===== src/common/group_sel_pkg.sv =====
// Purpose: Shared constants for the parameter set selector
// Assumes: APB slave with 32-bit data, byte addresses
// Notes: Offsets are word aligned; unlisted offsets answer with an error
`default_nettype none
package group_sel_pkg;
    // Number of parameter sets and index width
    localparam int NSETS = 8;
    localparam int IDX_W = 3;
    localparam int ADDR_W = 8;

    // Register byte offsets
    localparam logic [ADDR_W-1:0] ADDR_CONFIG = 8'h00;
    localparam logic [ADDR_W-1:0] ADDR_FORCE = 8'h04;
    localparam logic [ADDR_W-1:0] ADDR_REMOTE = 8'h08;
    localparam logic [ADDR_W-1:0] ADDR_LOCAL = 8'h0C;
    localparam logic [ADDR_W-1:0] ADDR_STATUS = 8'h10;
    localparam logic [ADDR_W-1:0] ADDR_EVENT = 8'h14;
    localparam logic [ADDR_W-1:0] ADDR_MASK = 8'h18;

    // Configuration fields
    localparam int CFG_FORCE_BIT = 0;
    localparam int CFG_USED_LSB = 4;
    localparam logic CFG_FORCE_RST = 1'b0;
    localparam logic [IDX_W-1:0] CFG_USED_RST = 3'h0;

    // Change request fields: 0 none, 1..8 selects a set
    localparam int SEL_W = 4;
    localparam logic [SEL_W-1:0] SEL_NONE = 4'h0;
    localparam logic [SEL_W-1:0] SEL_MAX = 4'h8;

    // Status fields
    localparam int ST_ACT_LSB = 0;
    localparam int ST_REQ_LSB = 8;
    localparam int ST_CFG_LSB = 16;
    localparam int ST_FAIL_LSB = 24;

    // Event status bit positions
    localparam int EV_ACT_LSB = 0;
    localparam int EV_REQ_LSB = 8;
    localparam int EV_ENA_LSB = 16;
    localparam int EV_MISC_LSB = 23;

    // Miscellaneous level order, used by the events only
    localparam int MISC_W = 6;
    localparam int M_REMOTE = 0;
    localparam int M_LOCAL = 1;
    localparam int M_FORCE = 2;
    localparam int M_FAIL_CFG = 3;
    localparam int M_FAIL_FRC = 4;
    localparam int M_FAIL_LOW = 5;

    // Reset values
    localparam logic [IDX_W-1:0] ACTIVE_RST = 3'h0;
    localparam logic [NSETS-1:0] ACT_ONEHOT_RST = 8'h01;
    localparam logic [31:0] MASK_RST = 32'h0000_0000;
    localparam logic [31:0] ZERO_WORD = 32'h0000_0000;
endpackage
`default_nettype wire


===== src/hw/edge_event.sv =====
// Purpose: Turns levels into registered ON and OFF event pulses
// Assumes: Levels are synchronous to pclk
// Notes: Reset value of the history avoids spurious events at power-up
`default_nettype none
module edge_event #(
    parameter int W = 8,
    parameter logic [W-1:0] RST = '0
) (
    // Clock and reset
    input wire logic pclk,
    input wire logic presetn,
    // Watched levels
    input wire logic [W-1:0] lvl,
    // One-cycle event pulses
    output logic [W-1:0] on_evt,
    output logic [W-1:0] off_evt
);
    logic [W-1:0] prev; // Level seen last cycle

    // History of the levels
    always_ff @(posedge pclk or negedge presetn) begin
        if (!presetn) begin
            prev <= RST;
        end else begin
            prev <= lvl;
        end
    end

    // Rising edge gives ON, falling edge gives OFF
    always_ff @(posedge pclk or negedge presetn) begin
        if (!presetn) begin
            on_evt <= '0;
            off_evt <= '0;
        end else begin
            on_evt <= lvl & ~prev;
            off_evt <= ~lvl & prev;
        end
    end

    // Every change produces exactly its own pulse one cycle later
    edge_pulse_a: assert property (
        @(posedge pclk) disable iff (!presetn)
        (lvl != prev) |=> ((on_evt | off_evt) == $past(lvl ^ prev))
    ) else $error("edge event pulse missing or misplaced");
endmodule
`default_nettype wire


===== src/hw/set_priority.sv =====
// Purpose: Finds the highest-priority set among held requests
// Assumes: Index 0 is the highest priority
// Notes: Purely combinational; the caller registers what it needs
`default_nettype none
module set_priority
    import group_sel_pkg::*;
(
    // Request levels, one per set
    input wire logic [NSETS-1:0] vec,
    // Winning index and whether any is held
    output logic [IDX_W-1:0] idx,
    output logic any
);
    // Scan from lowest priority upward so the lowest index wins
    always_comb begin
        idx = '0;
        any = 1'b0;
        for (int i = NSETS - 1; i >= 0; i--) begin
            if (vec[i]) begin
                idx = IDX_W'(i);
                any = 1'b1;
            end
        end
    end
endmodule
`default_nettype wire


===== src/hw/group_selector_event_block.sv =====
// Purpose: Selects the active parameter set and reports its events
// Assumes: Request levels come from relay logic, synchronous to pclk
// Notes: Registers over APB; zero wait state, error on unmapped offset
//
// The register addresses and the APB register port were decided locally.
`default_nettype none
module group_selector_event_block
    import group_sel_pkg::*;
(
    // Clock and reset
    input wire logic pclk,
    input wire logic presetn,
    // APB slave
    input wire logic [group_sel_pkg::ADDR_W-1:0] paddr,
    input wire logic psel,
    input wire logic penable,
    input wire logic pwrite,
    input wire logic [31:0] pwdata,
    output logic [31:0] prdata,
    output logic pready,
    output logic pslverr,
    // Request levels from application logic
    input wire logic [group_sel_pkg::NSETS-1:0] set_request,
    // Active set
    output logic [group_sel_pkg::IDX_W-1:0] active_set,
    // Per-set events
    output logic [group_sel_pkg::NSETS-1:0] req_on_evt,
    output logic [group_sel_pkg::NSETS-1:0] req_off_evt,
    output logic [group_sel_pkg::NSETS-1:0] act_on_evt,
    output logic [group_sel_pkg::NSETS-1:0] act_off_evt,
    // Enable events for sets two to eight
    output logic [group_sel_pkg::NSETS-2:0] enabled_evt,
    output logic [group_sel_pkg::NSETS-2:0] disabled_evt,
    // Remote, local, force and failure events
    output logic [group_sel_pkg::MISC_W-1:0] misc_on_evt,
    output logic [group_sel_pkg::MISC_W-1:0] misc_off_evt,
    // Interrupt
    output logic irq
);
    import group_sel_pkg::*;

    // Software state
    logic force_en; // Forced changes allowed
    logic [IDX_W-1:0] used_cnt; // Highest configured set index
    logic [SEL_W-1:0] force_sel; // Last forced request
    logic [SEL_W-1:0] remote_sel; // Last remote request
    logic [SEL_W-1:0] local_sel; // Last local request
    logic [31:0] evt_stat; // Sticky event bits
    logic [31:0] evt_mask; // Interrupt mask

    // Pending command from a register write
    logic cmd_valid;
    logic cmd_forced;
    logic [IDX_W-1:0] cmd_set;

    // Selection state
    logic [NSETS-1:0] req_q; // Requests last cycle
    logic [IDX_W-1:0] hidx_q; // Winner last cycle
    logic any_q; // Any request held last cycle
    logic fail_cfg; // Not-configured failure level
    logic fail_force; // Force failure level
    logic fail_low; // Lower-priority failure level

    // APB decode
    logic wr_acc; // Write access completes
    logic rd_acc; // Read access completes
    logic setup; // Setup phase
    logic hit; // Mapped address
    logic [31:0] rd_word; // Read mux

    // Combinational selection terms
    logic [NSETS-1:0] cfg_mask;
    logic [IDX_W-1:0] hidx;
    logic any_held;
    logic [NSETS-1:0] rise;
    logic [NSETS-1:0] low_mask;
    logic level_apply;
    logic reject_force;
    logic reject_low;
    logic reject_cfg;
    logic accept_cmd;
    logic [IDX_W-1:0] next_active;

    // Event plumbing
    logic [NSETS-1:0] act_onehot;
    logic [MISC_W-1:0] misc_lvl;
    logic [31:0] evt_set;

    assign setup = psel & ~penable;
    assign wr_acc = psel & penable & pwrite;
    assign rd_acc = psel & penable & ~pwrite;

    // Winner among held request levels
    set_priority u_prio (
        .vec(set_request),
        .idx(hidx),
        .any(any_held)
    );

    // Sets up to the used count are configured; the first always is
    always_comb begin
        for (int i = 0; i < NSETS; i++) begin
            cfg_mask[i] = (IDX_W'(i) <= used_cnt);
        end
    end

    // Decisions on requests
    always_comb begin
        rise = set_request & ~req_q;
        low_mask = NSETS'(8'hFF << ({1'b0, hidx} + 4'h1));
        // A new winner, or a request after none, is applied once
        level_apply = any_held & (~any_q | (hidx != hidx_q));
        reject_force = cmd_valid & ~force_en;
        reject_low = cmd_valid & force_en & ~cmd_forced & any_held
            & (hidx < cmd_set);
        reject_cfg = cmd_valid & force_en & ~reject_low
            & ~cfg_mask[cmd_set];
        accept_cmd = cmd_valid & ~reject_force & ~reject_low
            & ~reject_cfg;
        next_active = active_set;
        if (accept_cmd) begin
            next_active = cmd_set;
        end else if (level_apply && cfg_mask[hidx]) begin
            // Falling top request hands over to the next held one
            next_active = hidx;
        end
    end

    // Active set only moves on an accepted change or an applied level winner
    always_ff @(posedge pclk or negedge presetn) begin
        if (!presetn) begin
            active_set <= ACTIVE_RST;
        end else begin
            active_set <= next_active;
        end
    end

    // Request history for edge and winner tracking
    always_ff @(posedge pclk or negedge presetn) begin
        if (!presetn) begin
            req_q <= '0;
            hidx_q <= '0;
            any_q <= 1'b0;
        end else begin
            req_q <= set_request;
            hidx_q <= hidx;
            any_q <= any_held;
        end
    end

    // Failure levels; a new rejection beats any clear
    always_ff @(posedge pclk or negedge presetn) begin
        if (!presetn) begin
            fail_cfg <= 1'b0;
            fail_force <= 1'b0;
            fail_low <= 1'b0;
        end else begin
            if (reject_cfg || (level_apply && !cfg_mask[hidx])) begin
                fail_cfg <= 1'b1;
            end else if (accept_cmd || (level_apply && cfg_mask[hidx])) begin
                fail_cfg <= 1'b0;
            end
            if (reject_force) begin
                fail_force <= 1'b1;
            end else if (accept_cmd || force_en) begin
                fail_force <= 1'b0;
            end
            // Lower request while a higher one is held is refused
            if (reject_low || (any_held && |(rise & low_mask))) begin
                fail_low <= 1'b1;
            end else if (!any_held) begin
                fail_low <= 1'b0;
            end
        end
    end

    // Writes to change registers queue one command for next cycle
    always_ff @(posedge pclk or negedge presetn) begin
        if (!presetn) begin
            cmd_valid <= 1'b0;
            cmd_forced <= 1'b0;
            cmd_set <= '0;
        end else begin
            cmd_valid <= 1'b0;
            if (wr_acc && pwdata[SEL_W-1:0] != SEL_NONE
                && pwdata[SEL_W-1:0] <= SEL_MAX) begin
                cmd_set <= IDX_W'(pwdata[SEL_W-1:0] - 4'h1);
                cmd_forced <= (paddr == ADDR_FORCE);
                cmd_valid <= (paddr == ADDR_FORCE)
                    || (paddr == ADDR_REMOTE) || (paddr == ADDR_LOCAL);
            end
        end
    end

    // Configuration and request registers
    always_ff @(posedge pclk or negedge presetn) begin
        if (!presetn) begin
            force_en <= CFG_FORCE_RST;
            used_cnt <= CFG_USED_RST;
            force_sel <= SEL_NONE;
            remote_sel <= SEL_NONE;
            local_sel <= SEL_NONE;
            evt_mask <= MASK_RST;
        end else if (wr_acc) begin
            case (paddr)
                ADDR_CONFIG: begin
                    force_en <= pwdata[CFG_FORCE_BIT];
                    used_cnt <= pwdata[CFG_USED_LSB +: IDX_W];
                end
                ADDR_FORCE: force_sel <= pwdata[SEL_W-1:0];
                ADDR_REMOTE: remote_sel <= pwdata[SEL_W-1:0];
                ADDR_LOCAL: local_sel <= pwdata[SEL_W-1:0];
                ADDR_MASK: evt_mask <= pwdata;
                default: begin
                    // Read-only or unmapped: no effect
                end
            endcase
        end
    end

    // Read mux for the setup phase
    always_comb begin
        hit = 1'b1;
        rd_word = ZERO_WORD;
        case (paddr)
            ADDR_CONFIG: begin
                rd_word[CFG_FORCE_BIT] = force_en;
                rd_word[CFG_USED_LSB +: IDX_W] = used_cnt;
            end
            ADDR_FORCE: rd_word[SEL_W-1:0] = force_sel;
            ADDR_REMOTE: rd_word[SEL_W-1:0] = remote_sel;
            ADDR_LOCAL: rd_word[SEL_W-1:0] = local_sel;
            ADDR_STATUS: begin
                rd_word[ST_ACT_LSB +: IDX_W] = active_set;
                rd_word[ST_REQ_LSB +: NSETS] = set_request;
                rd_word[ST_CFG_LSB +: NSETS] = cfg_mask;
                rd_word[ST_FAIL_LSB +: 3] = {fail_low, fail_force, fail_cfg};
            end
            ADDR_EVENT: rd_word = evt_stat;
            ADDR_MASK: rd_word = evt_mask;
            default: hit = 1'b0;
        endcase
    end

    // Data and error captured in setup, so the access completes at once
    always_ff @(posedge pclk or negedge presetn) begin
        if (!presetn) begin
            prdata <= ZERO_WORD;
            pslverr <= 1'b0;
            pready <= 1'b0;
        end else begin
            pready <= 1'b1;
            if (setup) begin
                prdata <= pwrite ? ZERO_WORD : rd_word;
                pslverr <= ~hit;
            end
        end
    end

    // Event sources
    always_comb begin
        act_onehot = NSETS'(1) << active_set;
        misc_lvl = '0;
        misc_lvl[M_REMOTE] = (remote_sel != SEL_NONE);
        misc_lvl[M_LOCAL] = (local_sel != SEL_NONE);
        misc_lvl[M_FORCE] = force_en;
        misc_lvl[M_FAIL_CFG] = fail_cfg;
        misc_lvl[M_FAIL_FRC] = fail_force;
        misc_lvl[M_FAIL_LOW] = fail_low;
    end

    // Request input edges
    edge_event #(.W(NSETS), .RST('0)) u_req_ev (
        .pclk(pclk),
        .presetn(presetn),
        .lvl(set_request),
        .on_evt(req_on_evt),
        .off_evt(req_off_evt)
    );

    // Active set edges; reset history matches the first set
    edge_event #(.W(NSETS), .RST(ACT_ONEHOT_RST)) u_act_ev (
        .pclk(pclk),
        .presetn(presetn),
        .lvl(act_onehot),
        .on_evt(act_on_evt),
        .off_evt(act_off_evt)
    );

    // Configuration edges for sets two to eight
    edge_event #(.W(NSETS-1), .RST('0)) u_ena_ev (
        .pclk(pclk),
        .presetn(presetn),
        .lvl(cfg_mask[NSETS-1:1]),
        .on_evt(enabled_evt),
        .off_evt(disabled_evt)
    );

    // Remote, local, force and failure edges
    edge_event #(.W(MISC_W), .RST('0)) u_misc_ev (
        .pclk(pclk),
        .presetn(presetn),
        .lvl(misc_lvl),
        .on_evt(misc_on_evt),
        .off_evt(misc_off_evt)
    );

    assign evt_set = {3'b000, misc_on_evt | misc_off_evt,
        enabled_evt | disabled_evt, req_on_evt | req_off_evt,
        act_on_evt | act_off_evt};

    // Sticky events; only bits already read are cleared, so set wins
    always_ff @(posedge pclk or negedge presetn) begin
        if (!presetn) begin
            evt_stat <= ZERO_WORD;
        end else if (rd_acc && paddr == ADDR_EVENT) begin
            evt_stat <= (evt_stat & ~prdata) | evt_set;
        end else begin
            evt_stat <= evt_stat | evt_set;
        end
    end

    // Level interrupt from unmasked sticky bits
    always_ff @(posedge pclk or negedge presetn) begin
        if (!presetn) begin
            irq <= 1'b0;
        end else begin
            irq <= |(evt_stat & evt_mask);
        end
    end

    // Active set changes only for an accepted change or a level winner
    first_hold_a: assert property (
        @(posedge pclk) disable iff (!presetn)
        !accept_cmd && !level_apply |=> $stable(active_set)
    ) else $error("active set moved without a request");

    cfg_refuse_a: assert property (
        @(posedge pclk) disable iff (!presetn)
        reject_cfg |=> fail_cfg && active_set == $past(active_set)
            ##1 misc_on_evt[M_FAIL_CFG] || $past(fail_cfg, 2)
    ) else $error("unconfigured set not refused");

    low_fail_a: assert property (
        @(posedge pclk) disable iff (!presetn)
        reject_low |=> fail_low
    ) else $error("lower priority failure not raised");

    force_fail_a: assert property (
        @(posedge pclk) disable iff (!presetn)
        cmd_valid && !force_en |=> fail_force && $stable(active_set)
    ) else $error("force failure not raised");

    remote_evt_a: assert property (
        @(posedge pclk) disable iff (!presetn)
        wr_acc && paddr == ADDR_REMOTE && remote_sel == SEL_NONE
            && pwdata[SEL_W-1:0] != SEL_NONE |-> ##2 misc_on_evt[M_REMOTE]
    ) else $error("remote request ON event missing");

    prio_pick_a: assert property (
        @(posedge pclk) disable iff (!presetn)
        level_apply && cfg_mask[hidx] && !accept_cmd
            |=> active_set == $past(hidx)
    ) else $error("priority winner not applied");

    static_block_a: assert property (
        @(posedge pclk) disable iff (!presetn)
        any_held && any_q && hidx == hidx_q && !accept_cmd
            |=> $stable(active_set)
    ) else $error("lower request passed a static one");

    remote_low_a: assert property (
        @(posedge pclk) disable iff (!presetn)
        cmd_valid && !cmd_forced && any_held && hidx < cmd_set
            |=> active_set != $past(cmd_set)
            || $past(active_set) == $past(cmd_set)
    ) else $error("remote beat a held higher set");
endmodule
`default_nettype wire


===== config.mk =====
export PLATFORM = sky130hd
export DESIGN_NAME = group_selector_event_block
export DESIGN_NICKNAME = d
export VERILOG_FILES = /design/src/common/group_sel_pkg.sv /design/src/hw/edge_event.sv /design/src/hw/set_priority.sv /design/src/hw/group_selector_event_block.sv
export SDC_FILE = /design/constraint.sdc
export NUM_CORES = 1
export LEC_CHECK = 0
export BUFFER_PORTS_ARGS = -buffer_cell sky130_fd_sc_hd__buf_2
export CAP_MARGIN = 30
export CORE_MARGIN = 4
export CORE_UTILIZATION = 56
export DETAILED_ROUTE_END_ITERATION = 16
export PLACE_DENSITY = 0.89
export SKIP_CTS_REPAIR_TIMING = 1
export SYNTH_ARGS = -nofsm -noshare
export SYNTH_HDL_FRONTEND = slang
export SYNTH_SLANG_ARGS = --single-unit

===== constraint.sdc =====
create_clock -name pclk -period 2.5 [get_ports pclk]
set_input_delay 0.5 -clock pclk [delete_from_list [all_inputs] [get_ports pclk]]
set_output_delay 0.5 -clock pclk [all_outputs]
set_load 0.01 [all_outputs]

==> run summary, run 1 <==
• 135 um — floorplan die width
• 0 — n_diodes
• 26.9% — share of final-layout standard cells stronger than drive strength 1
• 2.89 ns — Data required, critical path
• 60.0% — top cell type's share of synthesized area
• 1168 — final cell count without fillers
• 0 — count of yosys warnings during synthesis
• 56.9% — starting utilization of the core area
• 0.50 ns — later-pin clock latency in the skew report
• sky130_fd_sc_hd__dfrtp_1 — Main synth FF type
• 0 — number of antenna violations at the first check in global routing
• 22 — CTS buffer count
• 217 — number of clock sinks seen by CTS
• 0 — Hold Vio Cnt, Final
• 18200 um^2 — overall die area
• no — RSZ-0062 raised after global routing
• 60.3% — sequential area share after synthesis
• 46 — # rows
• 6989 — number of vias after detailed routing
• 0.794 ns — worst slew pin tran
• 38500 um — first-pass GRT wire length
• reg -> reg — kind of critical path
• 0.882 — routability-driven placement congestion ratio
• sky130_fd_sc_hd__dfrtp_1 — largest area contributor in the netlist
• 9010 um^2 — area of the mapped netlist
• a2111oi_0 -> o211ai_1 -> a31oi_1 -> a2111oi_4 -> mux2i_1 -> a21oi_1 — critical path cell sequence
• complete, no violations — run status
• sky130_fd_sc_hd__clkbuf_16 — Root Buffer
• 0.497 mV — Max IR drop VDD
• 21.6% — synthesis-to-finish area growth
• 9 — critical-path maximum fanout
• 3 — Max Buffers Root-to-Sink
• 754 nW/um^2 — PwrDens
• 992 — NumNets Final
• 1 — H-tree depth
• compound AO/OA/AOI/OAI gates — category of cells accounting for the largest share of critical-path delay
• 1 — cell count of the worst hold path
• 64 — maximum number of pins on one net before global-route repair
• 805 — initial detailed-routing violation count
• 8 — Pre-Repair DR Iteration Count
• 10200 um^2 — Cell Area, Placed
• 16800 um — HPWL after detailed placement
• 100% — proportion of synthesized flip-flops having asynchronous set or reset
• 27.0% — total routing usage reported by global routing
• 92.3% — final clock period utilization by the worst path
• sky130_fd_sc_hd__dfrtp_1 — most common library cell in the layout ignoring fill and taps
• 6 — worst reg-to-reg path cell count
• 0 — worst path buffer plus inverter count
• 433 MHz — Peak Freq
• 0 — aggregate global routing overflow
• 0 — number of synthesized flops with an enable pin
• done — clock tree from TritonCTS
• 8260 uW — post-layout power
• 7124 — number of global-route vias before repair
• 0.06 ns — CTS clock-pin slew for the worst setup and hold paths
• register — startpoint type of the worst setup path
• 0 — number of failing setup endpoints in the final timing report
• 70 — count of distinct cell types in the synthesized netlist
• 0 — maximum capacitance violations
• 135 um — die height
• 24200 um — total wire length after detailed routing
• 0 — post-detailed-route DRC marker count
• sky130_fd_sc_hd__a2111oi_0 — Worst path slowest cell
• sky130_fd_sc_hd__dfrtp_1 (60%), sky130_fd_sc_hd__mux2_1 (4.0%), sky130_fd_sc_hd__nand2_1 (3.5%) — synth top area cells
• sky130_fd_sc_hd__dfrtp_1 (216), sky130_fd_sc_hd__buf_2 (147), sky130_fd_sc_hd__nand2_1 (85), sky130_fd_sc_hd__o21ai_0 (54), sky130_fd_sc_hd__nor2_1 (38) — commonest non-fill, non-tap cells in the layout
• 822 — net count after synthesis
• 149 — boundary pin count
• 1127 — number of placed cells counting well taps
• 766 — number of instances in the synthesized netlist
• 0.00556 uW — leakage dissipation
• 15800 um^2 — core area
• 2.31 ns — post-layout minimum cycle time
• 11000 um^2 — Design Area, Final
• 0.0115 ns — setup skew after layout
• 217 — flop and latch count out of synthesis
• 2.69 ns — arrival time at the worst endpoint
• 6 — depth of the critical timing path with buffers and inverters included
• 5.98 — vias per cell
• 46.6% — relative slew slack
• register — nature of the critical path endpoint
• in -> reg — path class of the lowest-slack min-delay path
• 69.2% — Core Util, Final
• 0 — final antenna-violating net count
• 11.8 um^2 — per-instance average area after synthesis
• 0 — Max Transition Viols Final
• 20.7 um — Routed wire per std cell
• 148 — Port-buffer cells
• 0.68 ns — largest incremental delay on the critical path
==> kinds of logic after synthesis <==
kind of cell	share of synthesized area, %
multiplexers	7.62
adder cells (fa/ha/maj)	0.639
other	0.0416
XOR/XNOR	0.0972
buffers and inverters	3.90
AO/OA/AOI/OAI	14.5
AND/OR/NAND/NOR	13.0
flip-flops	60.3
==> Yosys cell counts (2+ instances only) <==
master                       n
sky130_fd_sc_hd__a211o_1    30
sky130_fd_sc_hd__a21boi_0    4
sky130_fd_sc_hd__a21oi_1    20
sky130_fd_sc_hd__a221oi_1    4
sky130_fd_sc_hd__a22o_1     25
sky130_fd_sc_hd__a22oi_1    20
sky130_fd_sc_hd__a31oi_1     4
sky130_fd_sc_hd__a41oi_1     2
sky130_fd_sc_hd__and2_1     13
sky130_fd_sc_hd__and3_1      4
sky130_fd_sc_hd__buf_2       4
sky130_fd_sc_hd__buf_4       3
sky130_fd_sc_hd__buf_6       5
sky130_fd_sc_hd__clkbuf_1   26
sky130_fd_sc_hd__clkbuf_8    3
sky130_fd_sc_hd__dfrtp_1   216
sky130_fd_sc_hd__ha_1        3
sky130_fd_sc_hd__inv_1      24
sky130_fd_sc_hd__maj3_1      2
sky130_fd_sc_hd__mux2_1     32
sky130_fd_sc_hd__mux2_2     11
sky130_fd_sc_hd__mux2i_1    18
sky130_fd_sc_hd__nand2_1    85
sky130_fd_sc_hd__nand2b_1    4
sky130_fd_sc_hd__nand3_1    10
sky130_fd_sc_hd__nand3b_1    2
sky130_fd_sc_hd__nand4_1     4
sky130_fd_sc_hd__nor2_1     38
sky130_fd_sc_hd__nor2b_1    37
sky130_fd_sc_hd__nor3_1      4
sky130_fd_sc_hd__nor3_2      2
sky130_fd_sc_hd__nor3b_1     3
sky130_fd_sc_hd__nor4_1      5
sky130_fd_sc_hd__o21ai_0    54
sky130_fd_sc_hd__o21ai_1     2
sky130_fd_sc_hd__o22ai_1     2
sky130_fd_sc_hd__o31ai_1     2
sky130_fd_sc_hd__or2_1       2
sky130_fd_sc_hd__or2_2       4
sky130_fd_sc_hd__or3_1       2
sky130_fd_sc_hd__or4_1       2
==> area by class of cell <==
cell class                 count  area [um^2]
clock buffer                  32          669
clock inverter                 8          124
fill                        1052         4870
inverter                      24         90.1
multi-input combinational    482         3240
sequential                   217         5430
tap                          216          270
timing repair buffer         189         1130
==> state kept, by name, summed over array words and instances, names as in the netlist, 8 cells and up <==
signal,flops
u_req_ev.off_evt,8
evt_mask,32
u_act_ev.on_evt,8
u_req_ev.prev,8
evt_stat,32
u_act_ev.prev,8
prdata,32
u_req_ev.on_evt,8
u_act_ev.off_evt,8
==> worst reg2reg max path: cells and delay by family (launching register included) <==
family          cells  cell delay, ns
compound gates      5            1.46
flops               1            0.56
mux                 1            0.18
==> final timing paths <==
check,start,end,slack [ns]
min in group asynchronous,presetn,prdata[12],0.52
setup / recovery,used_cnt[0],active_set[0],0.19
max in group asynchronous,presetn,prdata[7],1.29
hold / removal,set_request[4],u_req_ev.prev[4],0.20
hold reg to reg,u_misc_ev.prev[0],u_misc_ev.on_evt[0],0.41
setup reg to reg,used_cnt[0],active_set[0],0.19
==> metrics by stage <==
| step | TNS [ns] | setup slack (ns) | hold WS, ns |
|---|---|---|---|
| final | 0 | 0.193 | 0.199 |
| after global routing | 0 | 0.0776 | 0.190 |
| after CTS | 0 | 0.294 | -0.0179 |
| after detailed placement | -1.84 | -0.0883 | 0.401 |
| after global placement | -0.00404 | -0.00404 | 0.397 |
| after floorplan | 0 | 0.0253 | 0.204 |
==> per-layer routing <==
metal / routed length [um] / track usage [%]
met5: 0 / 0
met4: 1090 / 11.9
met3: 1920 / 4.43
met2: 12000 / 44.9
met1: 9170 / 35.3
==> where the power goes <==
part / total (uW) / internal, uW / leakage [uW] / switching [uW]
Clock: 3520 / 2170 / 0.000385 / 1350
Sequential: 3980 / 3740 / 0.00283 / 235
Combinational: 759 / 339 / 0.00235 / 419
Total: 8260 / 6250 / 0.00556 / 2010
(Power assumes the default switching activity.)
==> run 2: changes to the inputs <==
- ABC_CLOCK_PERIOD_IN_PS: not set -> 2500
- CORE_ASPECT_RATIO: not set -> 1.75
==> run summary, run 2 (synthesized netlist as in run 1, its figures left out) <==
• finished with violations — run status
• negative hold slack — violations in the final reports
• 0.629 mV — Max IR drop VDD, +27%
• 15900 um^2 — core area, +0.30%
• 6.08 — vias per cell, +1.6%
• -0.00483 ns — hold slack final, -0.203 ns
• 0 — maximum capacitance violations, unchanged
• 24900 um — total wire length after detailed routing, +2.8%
• register — startpoint type of the worst setup path
• 7040 — number of global-route vias before repair, -1.2%
• 68.1% — Core Util, Final, -1.1 points
• 90.9% — final clock period utilization by the worst path, -1.4 points
• 44.5% — relative slew slack, -2.1 points
• 1 — H-tree depth, unchanged
• 56.8% — starting utilization of the core area, -0.17 points
• reg -> reg — kind of critical path
• 0 — number of failing setup endpoints in the final timing report, unchanged
• 7740 uW — post-layout power, -6.3%
• 10 — critical-path maximum fanout, +1
• no — RSZ-0062 raised after global routing
• 3 — Max Buffers Root-to-Sink, unchanged
• 5430 um^2 — total area of sequential cells, unchanged
• sky130_fd_sc_hd__dfrtp_1 (216), sky130_fd_sc_hd__buf_2 (147), sky130_fd_sc_hd__nand2_1 (85), sky130_fd_sc_hd__o21ai_0 (54), sky130_fd_sc_hd__buf_4 (40) — commonest non-fill, non-tap cells in the layout
• 0.949 — routability-driven placement congestion ratio, +7.6%
• 0.23 ns — Register-to-Register Setup Slack, +0.03 ns
• 104 um — floorplan die width, -23%
• 3240 um^2 — area of the multi-input gates, unchanged
• 2.64 ns — arrival time at the worst endpoint, -0.05 ns
• 149 — boundary pin count, unchanged
• register — nature of the critical path endpoint
• 61 — # rows, +33%
• 440 MHz — Peak Freq, +1.5%
• in -> async — path class of the lowest-slack min-delay path
• 0.825 ns — worst slew pin tran, +0.0307 ns
• 0 — post-detailed-route DRC marker count, unchanged
• 20 — CTS buffer count, -9.1%
• active_set[0] — worst flop-to-flop path endpoint
• 6 — worst reg-to-reg path cell count, unchanged
• 18300 um^2 — overall die area, +0.44%
• sky130_fd_sc_hd__dfrtp_1 — most common library cell in the layout ignoring fill and taps
• 21.8 um — Routed wire per std cell, +5.2%
• 64 — maximum number of pins on one net before global-route repair, unchanged
• 0.00552 uW — leakage dissipation, -0.74%
• 0 — number of antenna violations at the first check in global routing, unchanged
• used_cnt[0] — worst flop-to-flop path startpoint
• 506 — initial detailed-routing violation count, -37%
• 0 — Max Transition Viols Final, unchanged
• 1118 — # fillers, +6.3%
• 148 — Port-buffer cells, unchanged
• 38800 um — first-pass GRT wire length, +0.75%
• 176 um — die height, +30%
• 27.0% — share of final-layout standard cells stronger than drive strength 1, +0.11 points
• 0 — final antenna-violating net count, unchanged
• 716 nW/um^2 — PwrDens, -5.0%
• 0.00721 ns — setup skew after layout, -0.00426 ns
• evt_mask x32, evt_stat x32, prdata x32 — registers with the most flip-flops
• 1106 — number of placed cells counting well taps, -1.9%
• done — clock tree from TritonCTS
• 3 — Hold Vio Cnt, Final, +3
• 0.48 ns — later-pin clock latency in the skew report, -0.02 ns
• 19.9% — synthesis-to-finish area growth
• 995 — NumNets Final, +0.30%
• 217 — number of clock sinks seen by CTS, unchanged
• 1142 — final cell count without fillers, -2.2%
• 6 — Pre-Repair DR Iteration Count, -2
• 0 — aggregate global routing overflow, unchanged
• 2.27 ns — post-layout minimum cycle time, -0.0339 ns
• 0.06 ns — CTS clock-pin slew for the worst setup and hold paths, about the same
• 27.2% — total routing usage reported by global routing, +0.22 points
• 2.87 ns — Data required, critical path, -0.02 ns
• sky130_fd_sc_hd__clkbuf_16 — Root Buffer
• 6940 — number of vias after detailed routing, -0.70%
• 18000 um — HPWL after detailed placement, +7.4%
-- run 2: metrics by stage --
stage | instance area [um^2] | worst slack [ns] | hold WS [ns] | setup TNS, ns
2_1_floorplan | 9020 | 0.0253 | 0.204 | 0
3_3_place_gp | 10200 | -0.0419 | 0.396 | -0.0419
3_5_place_dp | 10200 | -0.0771 | 0.401 | -0.198
4_1_cts | 10800 | 0.315 | 0.00465 | 0
5_1_grt | 10800 | 0.207 | 0.0168 | 0
6_report | 10800 | 0.227 | -0.00483 | 0
-- run 2: final cells by class --
type                    instances  area share (%)
flip-flops and latches        217            50.2
multi-input cells             482            29.9
repair buffers                194            10.8
clock buffers                  29            5.60
well taps                     189            2.19
inverters                      24           0.833
clock inverters                 6           0.336
diodes                          1          0.0232
-- run 2: worst max-delay path by stage --
stage                               from            end  slack (ns)  depth (start not counted)
after floorplan           set_request[1]       fail_cfg        0.03                         11
after global placement    set_request[1]       fail_cfg       -0.04                         12
after detailed placement  set_request[1]       fail_cfg       -0.08                         12
after CTS                    used_cnt[0]  active_set[0]        0.32                          6
after global routing         used_cnt[0]  active_set[1]        0.21                          6
final                        used_cnt[0]  active_set[0]        0.23                          6
-- run 2: metal layers --
layer  up-vias  wire (um)  global-route usage (%)  part of all wire [%]
met2       371      13200                    48.5                    53
met5         -          0                       0                     0
met4         0       1320                    14.7                   5.3
met3       100       1730                    4.08                   6.9
li1       3054          -                       -                     -
met1      3415       8700                    31.5                    35
-- run 2: where the power goes --
group          internal, uW  switching (uW)  leakage (uW)
Clock                  1690            1280      0.000319
Combinational           349             429       0.00237
Sequential             3740             254       0.00283
Total                  5780            1960       0.00552
-- run 2: worst max-delay path, cell delays in order, from the launching register on --
cell and delay, ns:
sky130_fd_sc_hd__dfrtp_1 0.72, sky130_fd_sc_hd__a2111oi_0 0.18, sky130_fd_sc_hd__o211ai_1 0.29, sky130_fd_sc_hd__a31oi_1 0.20
sky130_fd_sc_hd__a2111oi_4 0.42, sky130_fd_sc_hd__mux2i_1 0.24, sky130_fd_sc_hd__a21oi_1 0.09
==> run 3: changes to the inputs <==
- ABC_CLOCK_PERIOD_IN_PS: 2500 -> 2800
- CORE_MARGIN: 4 -> not set
- CORE_UTILIZATION: 56 -> 60
- PLACE_DENSITY: 0.89 -> 0.94
- clock period: 2.5 -> 2.8 ns (I/O delays scaled with it)
==> run summary, run 3 (synthesized netlist as in run 1, its figures left out) <==
• complete, no violations — run status
• 217 — number of clock sinks seen by CTS, unchanged
• 22.9 um — Routed wire per std cell, +4.9%
• 0.50 ns — later-pin clock latency in the skew report, +0.02 ns
• 58 — # rows, -4.9%
• in -> async — path class of the lowest-slack min-delay path
• 17700 um — HPWL after detailed placement, -1.7%
• 14500 um^2 — core area, -8.6%
• 6.38 — vias per cell, +4.9%
• 94.7 um — floorplan die width, -8.9%
• 1114 — final cell count without fillers, -2.5%
• 0 — post-detailed-route DRC marker count, unchanged
• sky130_fd_sc_hd__dfrtp_1 — most common library cell in the layout ignoring fill and taps
• input port — startpoint type of the worst setup path
• 0.401 ns — post-route worst setup slack, +0.174 ns
• 9 — critical-path maximum fanout, -1
• 39600 um — first-pass GRT wire length, +2.1%
• 0 — number of failing setup endpoints in the final timing report, unchanged
• 20 — CTS buffer count, unchanged
• 0.987 — routability-driven placement congestion ratio, +4.0%
• compound AO/OA/AOI/OAI gates — category of cells accounting for the largest share of critical-path delay
• 2.77 ns — arrival time at the worst endpoint, +0.13 ns
• evt_mask x32, evt_stat x32, prdata x32 — registers with the most flip-flops
• 1079 — number of placed cells counting well taps, -2.4%
• 3 — worst path buffer plus inverter count, +3
• 1 — H-tree depth, unchanged
• sky130_fd_sc_hd__a211o_1 — Worst path slowest cell
• 0.06 ns — CTS clock-pin slew for the worst setup and hold paths, about the same
• 526 — initial detailed-routing violation count, +4.0%
• 0 — Hold Vio Cnt, Final, -3
• sky130_fd_sc_hd__clkbuf_16 — Root Buffer
• 0 — maximum capacitance violations, unchanged
• 10000 um^2 — Cell Area, Placed, -1.6%
• 62.1% — starting utilization of the core area, +5.3 points
• 977 — NumNets Final, -1.8%
• 7490 — number of global-route vias before repair, +6.4%
• 661 nW/um^2 — PwrDens, -7.8%
• no — RSZ-0062 raised after global routing
• 0.00543 uW — leakage dissipation, -1.5%
• 0.703 ns — worst slew pin tran, -0.122 ns
• 964 — # fillers, -14%
• 0 — number of antenna violations at the first check in global routing, unchanged
• 18.4% — synthesis-to-finish area growth
• 0 — aggregate global routing overflow, unchanged
• 0 — final antenna-violating net count, unchanged
• 34.3% — total routing usage reported by global routing, +7.1 points
• 148 — Port-buffer cells, unchanged
• 5 — Pre-Repair DR Iteration Count, -1
• 417 MHz — Peak Freq
• 0 — Max Transition Viols Final, unchanged
• done — clock tree from TritonCTS
• 2.40 ns — post-layout minimum cycle time
• 0 — n_diodes, -1
• 3.17 ns — Data required, critical path, +0.30 ns
• 10700 um^2 — Design Area, Final, -1.2%
• 25.3% — share of final-layout standard cells stronger than drive strength 1, -1.7 points
• 5430 um^2 — total area of sequential cells, unchanged
• 52.7% — relative slew slack, +8.2 points
• 15500 um^2 — overall die area, -15%
• 0 ns — setup TNS, unchanged
• 0.60 ns — Register-to-Register Setup Slack, +0.37 ns
• 0.646 mV — Max IR drop VDD, +2.6%
• 7104 — number of vias after detailed routing, +2.4%
• 0.40 ns — largest incremental delay on the critical path, -0.32 ns
• 66 — maximum number of pins on one net before global-route repair, +3.1%
• sky130_fd_sc_hd__dfrtp_1 (216), sky130_fd_sc_hd__buf_2 (147), sky130_fd_sc_hd__nand2_1 (85), sky130_fd_sc_hd__o21ai_0 (54), sky130_fd_sc_hd__nor2_1 (38) — commonest non-fill, non-tap cells in the layout
• 3 — Max Buffers Root-to-Sink, unchanged
• 7050 uW — post-layout power, -8.9%
• 85.7% — final clock period utilization by the worst path
• 3230 um^2 — area of the multi-input gates, -0.19%
• in -> reg — kind of critical path
• sky130_fd_sc_hd__o22ai_1 — Crit path top cell by count
• 164 um — die height, -6.6%
• 0.0820 ns — placement-stage worst setup slack, +0.159 ns
• 0.0162 ns — setup skew after layout, +0.00900 ns
• 25500 um — total wire length after detailed routing, +2.4%
• register — nature of the critical path endpoint
• 149 — boundary pin count, unchanged
• buf_2 -> buf_4 -> nor2_1 -> a211o_1 -> a21oi_1 -> ha_1 -> inv_1 -> a211oi_1 -> a21boi_0 -> o22ai_1 -> o22ai_1 -> a31oi_1 — critical path cell sequence
run 3: cell types whose count changed in the layout (fill, tap and decap cells not counted), sizes merged:
cell    change
buf        -18
bufinv      +2
clkinv      -2
clkbuf      +1
diode       -1
inv         -1
run 3: per-layer routing:
metal  share of wire, %  wire, um  track usage (%)  up-vias
met4                7.8      1980             25.1        0
met3                7.1      1820             4.26      136
met2                 52     13400             59.4      434
met1                 33      8320             38.1     3512
met5                  0         0                0        -
li1                   -         -                -     3022
run 3: worst paths after layout:
check / from / end / depth (start not counted)
max reg2reg: used_cnt[0] / active_set[1] / 6
min: presetn / pready / 1
min reg2reg: u_ena_ev.prev[4] / u_ena_ev.on_evt[4] / 1
max in group asynchronous: presetn / prdata[17] / 2
max: set_request[3] / fail_low / 12
min in group pclk: set_request[6] / u_req_ev.prev[6] / 1
run 3: report_power, final:
part / total, uW / switching (uW) / internal [uW]
combinational: 691 / 391 / 300
sequential: 3570 / 229 / 3340
clock: 2790 / 1150 / 1640
total: 7050 / 1770 / 5280
run 3: area by class of cell:
class                   instances  area share (%)
clock buffers                  30            5.51
clock inverters                 5           0.832
inverters                      24           0.844
multi-input cells             482            30.3
flip-flops and latches        217            50.9
well taps                     180            2.11
repair buffers                176            9.57
run 3: stage by stage:
| step | hold slack, ns | utilization (%) |
|---|---|---|
| floorplan | 0.264 | - |
| global placement | 0.397 | 68.9 |
| detailed placement | 0.404 | 68.9 |
| CTS | 0.0827 | 73.6 |
| global route | 0.0951 | 73.6 |
| finish | 0.0650 | 73.6 |
run 3: worst reg2reg max path: stages (launching register included):
cell	delay, ns
sky130_fd_sc_hd__dfrtp_1	0.57
sky130_fd_sc_hd__a2111oi_0	0.55
sky130_fd_sc_hd__o211ai_1	0.18
sky130_fd_sc_hd__a31oi_1	0.36
sky130_fd_sc_hd__a2111oi_4	0.11
sky130_fd_sc_hd__mux2i_1	0.14
sky130_fd_sc_hd__a21oi_1	0.19
